### config.mk
export PLATFORM = sky130hd
export DESIGN_NAME = lin_transceiver_mode_control
export DESIGN_NICKNAME = d
export VERILOG_FILES = /design/src/lin_mode_pkg.sv /design/src/bit_fifo.sv /design/src/lin_transceiver_mode_control.sv
export SDC_FILE = /design/constraint.sdc
export NUM_CORES = 1
export LEC_CHECK = 0
export BUFFER_PORTS_ARGS = -buffer_cell sky130_fd_sc_hd__buf_4
export CAP_MARGIN = 20
export CORE_ASPECT_RATIO = 1.1
export CORE_UTILIZATION = 50
export CTS_CLUSTER_SIZE = 30
export DETAILED_ROUTE_END_ITERATION = 10
export PLACE_DENSITY = 0.76
export SYNTH_ARGS = -nofsm -noshare
export SYNTH_HDL_FRONTEND = slang
export SYNTH_SLANG_ARGS = --single-unit
export TNS_END_PERCENT = 50
### constraint.sdc
create_clock -name clock -period 5.3 [get_ports clock]
set_input_delay 0.53 -clock clock [delete_from_list [all_inputs] [get_ports clock]]
set_output_delay 0.53 -clock clock [all_outputs]
set_load 0.05 [all_outputs]
### src/lin_mode_pkg.sv
package lin_mode_pkg;

    localparam int CLOCK_MHZ           = 100;
    // nominal times in microseconds; real values are set per design
    localparam int MSEL_MIN_US         = 5;
    localparam int MSEL_MAX_US         = 15;
    localparam int WAKE_DOM_MIN_US     = 30;
    localparam int TX_DOM_TIMEOUT_US   = 2000;
    localparam int MSEL_MIN_CYCLES     = MSEL_MIN_US * CLOCK_MHZ;
    localparam int MSEL_MAX_CYCLES     = MSEL_MAX_US * CLOCK_MHZ;
    localparam int WAKE_DOM_MIN_CYCLES = WAKE_DOM_MIN_US * CLOCK_MHZ;
    localparam int TX_DOM_CYCLES       = TX_DOM_TIMEOUT_US * CLOCK_MHZ;
    localparam int TIMER_W             = 24;
    localparam int FIFO_DEPTH          = 32;
    localparam int FIFO_WIDTH          = 1;

    typedef enum logic [4:0] {
        MODE_POWERON = 5'h01,
        MODE_STANDBY = 5'h02,
        MODE_NORMAL  = 5'h04,
        MODE_SELECT  = 5'h08,
        MODE_SLEEP   = 5'h10
    } mode_e;

    typedef struct packed {
        logic supplyOk;
        logic overTemp;
        logic vccOk;
    } power_s;

    typedef struct packed {
        logic regulatorOn;
        logic transceiverOn;
        logic regulatorGood;
    } power_out_s;

endpackage : lin_mode_pkg

### src/bit_fifo.sv
module bit_fifo #(
    parameter int WIDTH = 1,
    parameter int DEPTH = 32
) (
    input  wire logic             clock,
    input  wire logic             reset,
    input  wire logic [WIDTH-1:0] inData,
    input  wire logic             inValid,
    output logic                  inReady,
    output logic [WIDTH-1:0]      outData,
    output logic                  outValid,
    input  wire logic             outReady,
    input  wire logic             flush
);
    localparam int AW = $clog2(DEPTH);

    typedef struct packed {
        logic [DEPTH-1:0][WIDTH-1:0] mem;
        logic [AW-1:0]               wrPtr;
        logic [AW-1:0]               rdPtr;
        logic [AW:0]                 count;
    } fifo_s;

    fifo_s state_q;
    fifo_s state_d;
    logic  doWrite;
    logic  doRead;

    assign inReady  = (state_q.count != (AW+1)'(DEPTH));
    assign outValid = (state_q.count != '0);
    assign outData  = state_q.mem[state_q.rdPtr];
    assign doWrite  = inValid && inReady;
    assign doRead   = outValid && outReady;

    always_comb begin
        state_d = state_q;
        if (flush) begin
            state_d.wrPtr = '0;
            state_d.rdPtr = '0;
            state_d.count = '0;
        end else begin
            if (doWrite) begin
                state_d.mem[state_q.wrPtr] = inData;
                state_d.wrPtr = (state_q.wrPtr == AW'(DEPTH-1)) ? '0 : state_q.wrPtr + 1'b1;
            end
            if (doRead) begin
                state_d.rdPtr = (state_q.rdPtr == AW'(DEPTH-1)) ? '0 : state_q.rdPtr + 1'b1;
            end
            if (doWrite && !doRead) begin
                state_d.count = state_q.count + 1'b1;
            end else if (doRead && !doWrite) begin
                state_d.count = state_q.count - 1'b1;
            end
        end
    end

    always_ff @(posedge clock or posedge reset) begin
        if (reset) begin
            state_q <= '0;
        end else begin
            state_q <= state_d;
        end
    end

endmodule : bit_fifo

### src/lin_transceiver_mode_control.sv
// Functional notes
// - low supply or overtemperature holds power-on mode, regulator off, good output low.
// - supply above threshold without overtemperature moves power-on to standby automatically.
// - standby keeps regulator on, transceiver off, wake armed, low receive flags wake.
// - selection window with enable low, transmit high, good high gives standby.
// - valid remote wake in sleep moves to standby.
// - enable rising in standby with good high moves to normal.
// - enable rising in sleep moves directly to normal.
// - normal mode drives bus from transmit and shows bus level on receive.
// - sleep turns regulator and transceiver off, good low, wake detection active.
// - sleep entered only from normal window with enable low, transmit low.
// - enable falling blocks transmit at once and opens the window; transmit is sampled after minimum time.
// - standby or sleep decision completes within the maximum mode-select time.
// - good output low whenever regulator output is under voltage.
// - wake needs bus falling then rising edge with low time above minimum.
// - after valid wake the receive output is driven low as a flag.
// - transmit falling edge starts timeout; overlong low disables transmitter.
// - transmit rising edge clears the dominant timeout timer.
// - overtemperature in normal or standby forces power-on; recovery goes to standby.
// - floating transmit input reads high, keeping the bus recessive.
// - bus driver off whenever enable or regulator-good output is low.
// - after entering normal, driver enabled only after transmit seen high.
module lin_transceiver_mode_control
    import lin_mode_pkg::*;
#(
    parameter int MSEL_MIN  = MSEL_MIN_CYCLES,
    parameter int MSEL_MAX  = MSEL_MAX_CYCLES,
    parameter int WAKE_MIN  = WAKE_DOM_MIN_CYCLES,
    parameter int TX_DOM    = TX_DOM_CYCLES,
    parameter int BUF_DEPTH = FIFO_DEPTH
) (
    input  wire logic clock,
    input  wire logic reset,
    input  wire logic txIn,
    input  wire logic txFloating,
    input  wire logic enable,
    input  wire logic supplyOk,
    input  wire logic overTemp,
    input  wire logic vccOk,
    input  wire logic busIn,
    output logic      busDriveDominant,
    output logic      rxOut,
    output logic      regulator_good_out,
    output logic      regulatorOn,
    output logic      transceiverOn,
    output logic      wakeFlag,
    output logic      txTimedOut,
    output logic      rxOverflow,
    output mode_e     modeOut
);
    typedef struct packed {
        mode_e             mode;
        logic [TIMER_W-1:0] selTimer;
        logic [TIMER_W-1:0] wakeTimer;
        logic [TIMER_W-1:0] domTimer;
        logic              txPrev;
        logic              busPrev;
        logic              enPrev;
        logic              wakeLow;
        logic              wake;
        logic              timedOut;
        logic              txSeenHigh;
        logic              sampledTx;
        logic              drive;
        logic              rx;
        logic              good;
        logic              regOn;
        logic              xcvrOn;
        logic              overflow;
    } ctrl_s;

    ctrl_s      state_q;
    ctrl_s      state_d;
    logic       txEff;
    logic       wakeValid;
    logic       fifoInReady;
    logic       fifoOutValid;
    logic [0:0] fifoOutData;
    logic       fifoFlush;
    logic       fifoPush;

    assign txEff = txIn | txFloating;

    // wake qualifier: bus rising edge after a low run longer than the minimum
    assign wakeValid = state_q.wakeLow && busIn && !state_q.busPrev
                       && (state_q.wakeTimer > TIMER_W'(WAKE_MIN));

    // received bus bits are buffered on their way to the receive output
    assign fifoFlush = (state_q.mode != MODE_NORMAL);
    assign fifoPush  = (state_q.mode == MODE_NORMAL);

    bit_fifo #(
        .WIDTH (FIFO_WIDTH),
        .DEPTH (BUF_DEPTH)
    ) u_rx_fifo (
        .clock    (clock),
        .reset    (reset),
        .inData   (busIn),
        .inValid  (fifoPush),
        .inReady  (fifoInReady),
        .outData  (fifoOutData),
        .outValid (fifoOutValid),
        .outReady (1'b1),
        .flush    (fifoFlush)
    );

    always_comb begin
        state_d         = state_q;
        state_d.txPrev  = txEff;
        state_d.busPrev = busIn;
        state_d.enPrev  = enable;

        // remote wake detection, armed in standby and sleep modes only
        if (state_q.mode == MODE_STANDBY || state_q.mode == MODE_SLEEP) begin
            if (!busIn && state_q.busPrev) begin
                state_d.wakeLow   = 1'b1;
                state_d.wakeTimer = '0;
            end else if (!busIn && state_q.wakeLow) begin
                if (state_q.wakeTimer != '1) begin
                    state_d.wakeTimer = state_q.wakeTimer + 1'b1;
                end
            end else if (busIn) begin
                state_d.wakeLow = 1'b0;
            end
            if (wakeValid) begin
                state_d.wake = 1'b1;
            end
        end else begin
            state_d.wakeLow   = 1'b0;
            state_d.wakeTimer = '0;
        end

        // dominant timeout on the transmit input
        if (!txEff && state_q.txPrev) begin
            state_d.domTimer = '0;
            state_d.timedOut = 1'b0;
        end else if (txEff && !state_q.txPrev) begin
            state_d.domTimer = '0;
            state_d.timedOut = 1'b0;
        end else if (!txEff && !state_q.timedOut) begin
            state_d.domTimer = state_q.domTimer + 1'b1;
            if (state_q.domTimer >= TIMER_W'(TX_DOM - 1)) begin
                state_d.timedOut = 1'b1;
            end
        end

        case (state_q.mode)
            MODE_POWERON: begin
                if (supplyOk && !overTemp) begin
                    state_d.mode = MODE_STANDBY;
                end
            end
            MODE_STANDBY: begin
                if (enable && !state_q.enPrev && state_q.good) begin
                    state_d.mode       = MODE_NORMAL;
                    state_d.txSeenHigh = 1'b0;
                    // a wake landing on the same edge as the clear still wins
                    state_d.wake       = wakeValid;
                end
            end
            MODE_NORMAL: begin
                if (txEff) begin
                    state_d.txSeenHigh = 1'b1;
                end
                if (!enable && state_q.enPrev) begin
                    state_d.mode     = MODE_SELECT;
                    state_d.selTimer = '0;
                end
            end
            MODE_SELECT: begin
                state_d.selTimer = state_q.selTimer + 1'b1;
                if (state_q.selTimer == TIMER_W'(MSEL_MIN)) begin
                    state_d.sampledTx = txEff;
                end
                if (state_q.selTimer >= TIMER_W'(MSEL_MAX - 1)) begin
                    if (enable || !state_q.good) begin
                        state_d.mode = enable ? MODE_NORMAL : MODE_STANDBY;
                    end else if (state_q.sampledTx) begin
                        state_d.mode = MODE_STANDBY;
                    end else begin
                        state_d.mode = MODE_SLEEP;
                    end
                    state_d.txSeenHigh = 1'b0;
                end
            end
            MODE_SLEEP: begin
                if (enable && !state_q.enPrev) begin
                    state_d.mode       = MODE_NORMAL;
                    state_d.txSeenHigh = 1'b0;
                    state_d.wake       = wakeValid;
                end else if (wakeValid) begin
                    state_d.mode = MODE_STANDBY;
                end
            end
            default: begin
                state_d.mode = MODE_POWERON;
            end
        endcase

        if (!supplyOk || overTemp) begin
            state_d.mode = MODE_POWERON;
        end

        state_d.regOn  = (state_d.mode == MODE_STANDBY) || (state_d.mode == MODE_NORMAL)
                         || (state_d.mode == MODE_SELECT);
        state_d.xcvrOn = (state_d.mode == MODE_NORMAL) || (state_d.mode == MODE_SELECT);
        state_d.good   = state_d.regOn && vccOk;

        // driver gating: enable, regulator good, tx seen high, no timeout
        state_d.drive = (state_d.mode == MODE_NORMAL) && enable && state_d.good
                        && state_d.txSeenHigh && !state_d.timedOut
                        && !txEff;

        if (state_d.mode == MODE_NORMAL) begin
            state_d.rx = fifoOutValid ? fifoOutData[0] : busIn;
        end else if (state_d.mode == MODE_SELECT) begin
            state_d.rx = 1'b1;
        end else begin
            state_d.rx = !state_d.wake;
        end

        if (fifoPush && !fifoInReady) begin
            state_d.overflow = 1'b1;
        end
    end

    always_ff @(posedge clock or posedge reset) begin
        if (reset) begin
            state_q        <= '0;
            state_q.mode   <= MODE_POWERON;
            state_q.txPrev <= 1'b1;
            state_q.busPrev <= 1'b1;
            state_q.rx     <= 1'b1;
        end else begin
            state_q <= state_d;
        end
    end

    assign busDriveDominant   = state_q.drive;
    assign rxOut              = state_q.rx;
    assign regulator_good_out = state_q.good;
    assign regulatorOn        = state_q.regOn;
    assign transceiverOn      = state_q.xcvrOn;
    assign wakeFlag           = state_q.wake;
    assign txTimedOut         = state_q.timedOut;
    assign rxOverflow         = state_q.overflow;
    assign modeOut            = state_q.mode;

endmodule : lin_transceiver_mode_control

==> results.toml <==
[clocking]
cts_tree = "built"
cts_buffers = 17
clkLatencyLatePin_ns = 0.43
clkSlewWorstSetupHoldPaths_ns = 0.06
clkSinkCount = 139
clk_path_buf_depth = 2
htreeDepth = 4
post-cts-setup-buffer-count = 0
root_buffer = "clkbuf_16"
cts-resized-gates = 0
cts_hold_buf = 0

[yosys]
netlist_area_mm2 = 0.00734
synthArstFlopShare = 1.00
ys_seq_area_frac = 0.474
synthTopCellsByArea = "dfrtp_1 (46%), nand2_1 (5.3%), mux2_2 (5.2%), nor2_1 (3.8%), mux2i_1 (3.5%)"
syn-mean-instance-area_um2 = 9.65
synth_fp_nets = 788
synth_seq_cells = 139
synth_edf_count = 0
synth.distinct_cells = 57
yosysTopAreaCell = "dfrtp_1"
syn_inst = 761
ys.flop_type = "dfrtp_1"
synth_top_area_share = 0.460
yosysWarnings = 0

[sta]
timing.final.ws_setup_ns = 2.20
maxSlewViolCount = 0
finalSetupViolations = 0
post-route-period-util = 0.585
fmax_ghz = 0.322
skew_ns = 0.00908
post-route-min-period_ns = 3.10
setup_tns_ns = 0
tightest_slew_ns = 0.962
rsz0062_at_grt = "false"
timing.slew.headroom = 0.352
hold_violations = 0

[power_and_ir_drop]
comb_power_share = 0.042
p_switching_w = 0.000556
p_per_area_mw_per_mm2 = 313
clockPowerShare = 0.527
vdd_ir_drop_max_mv = 0.245
swShare = 0.215
leakagePower_nw = 3.63
p_int_w = 0.00203
power_frac_seq = 0.431

[die]
ios = 22
fp-row-count = 46
die_h_um = 129
core_region_area_mm2 = 0.0144
die_w_um = 118
initial_core_util = 0.510
die_area_mm2 = 0.0152

[global_route]
grt_max_degree = 90
antenna_found_initial = 0
grt.total_usage = 0.204
grt_pass1_wl_um = 24800
grt_pass1_vias = 5246
overflow = 0

[detailed_routing]
drt-vias-per-instance = 5.64
dr.pass1.iters = 4
first_iter_violations = 408
ant_nets = 0
detail_route.wirelength_um = 14500
drc = 0
vias = 5471
wl_per_cell_um = 14.9

[placed_design]
portBuffers = 21
place_ws_ns = 2.17
gp_congestion = 0.811
hpwlAfterDp_um = 9470

[final_layout]
layout-drive-gt1-share = 0.139
syn_to_final_growth_pct = 12.4
diodes = 0
layout.nets = 792
n_fill_cell = 1226

[worst_setup_path]
r2r-start = "modeOut[1]"
cp-startpoint = "modeOut[1]"
worst_ep_required_time_ns = 5.65
rr_endpoint = "rxOut"
cp-start-kind = "register"
cp-end-kind = "register"
crit_fanout = 25
worstSetupPathType = "reg2reg"
worstPathArrival_ns = 3.45
reg2reg_depth = 6
ff2ff_setup_slack_ns = 2.20

[job]
cap_violations = 0

[hold_path]
hold_class = "in2async"

[outcome]
run_status = "completed"
-- flip-flops by register name, summed over array words and instances (netlist names) --
name	flops
busDriveDominant	1
modeOut	5
regulatorOn	1
regulator_good_out	1
rxOut	1
rxOverflow	1
state_q	78
transceiverOn	1
txTimedOut	1
u_rx_fifo.state_q	48
wakeFlag	1
-- worst max-delay path by stage --
stage / slack, ns / cells past startpoint / to
after floorplan: 1.05 / 1 / busDriveDominant
after global placement: 2.30 / 6 / rxOut
after detailed placement: 2.17 / 6 / rxOut
after CTS: 2.17 / 6 / rxOut
after global routing: 1.91 / 6 / rxOut
final: 2.20 / 6 / rxOut
-- cell families (layout without fill, tap and decap cells) --
family / after synthesis / after routing / synth area share
compound gates: 108 / 108 / 0.0883
xor+xnor: 30 / 30 / 0.0358
fa+ha+maj: 18 / 18 / 0.0307
buf+inv: 63 / 80 / 0.0378
flops: 139 / 139 / 0.474
mux: 65 / 65 / 0.103
simple gates: 338 / 338 / 0.230
-- power by group through the flow --
| stage | registers, W | clock network, W | logic, W |
|---|---|---|---|
| 2_1_floorplan | 0.00113 | 0 | 0.0000809 |
| 6_report | 0.00111 | 0.00136 | 0.000108 |
| 5_1_grt | 0.00112 | 0.00142 | 0.000122 |
| 3_5_place_dp | 0.00113 | 0 | 0.000110 |
| 3_3_place_gp | 0.00113 | 0 | 0.000109 |
| 4_1_cts | 0.00111 | 0.00138 | 0.000111 |
-- final cells by class --
class | instances | area, um2 | area share
Clock buffer | 18 | 439 | 0.0532
Clock inverter | 14 | 240 | 0.0291
Inverter | 26 | 103 | 0.0124
Multi-Input combinational cell | 559 | 3580 | 0.434
Sequential cell | 139 | 3480 | 0.422
Tap cell | 192 | 240 | 0.0291
Timing Repair Buffer | 22 | 165 | 0.0200
-- critical path: stages, from the launching register on --
cell      delay, ns
dfrtp_1        0.48
or3_4          0.43
nor2_1         0.51
nand3b_1       0.77
a21bo_2        0.45
o21ai_0        0.16
a22oi_1        0.23
-- cells in the mapped netlist, drive strengths merged, types with 19 or more instances --
library cell,instances
mux2,34
inv,26
o21ai,30
mux2i,26
nor2,74
clkbuf,26
xor2,19
nand3,33
a21oi,37
nand4,22
dfrtp,135
nand2,103
-- layer usage --
layer,GRT usage,vias to the layer above,wire length (um)
li1,-,2686,-
met1,0.258,2681,6730
met4,0.0814,0,214
met2,0.346,87,7030
met5,0,-,0
met3,0.0427,17,475
-- through the flow --
step / hold WS [ns] / total power [W] / cell area [um2] / instances / utilization
after floorplan: 0.445 / 0.00121 / 7340 / 761 / -
after global placement: 0.445 / 0.00124 / 7570 / 938 / 0.526
after detailed placement: 0.450 / 0.00124 / 7570 / 938 / 0.526
after global routing: 0.285 / 0.00266 / 8250 / 970 / 0.574
final: 0.260 / 0.00258 / 8250 / 970 / 0.574
after CTS: 0.272 / 0.00260 / 8250 / 970 / 0.574
-- cell usage in the layout, fill, tap and decap left out, drive strengths merged, types with 5 or more instances in the layout --
cell and n:
a211oi 5, a21o 7, a21oi 37, a31oi 5
and2 5, and3 13, buf 22, bufinv 6
clkbuf 18, dfrtp 135, ha 18, inv 28
mux2 34, mux2i 26, mux4 5, nand2 103
nand2b 8, nand3 33, nand4 22, nor2 74
nor2b 5, nor3 15, nor3b 9, nor4 15
o21ai 30, o31ai 9, or2 5, or3 11
or4 6, xnor2 11, xor2 19
Power figures use the tool's default switching activity.
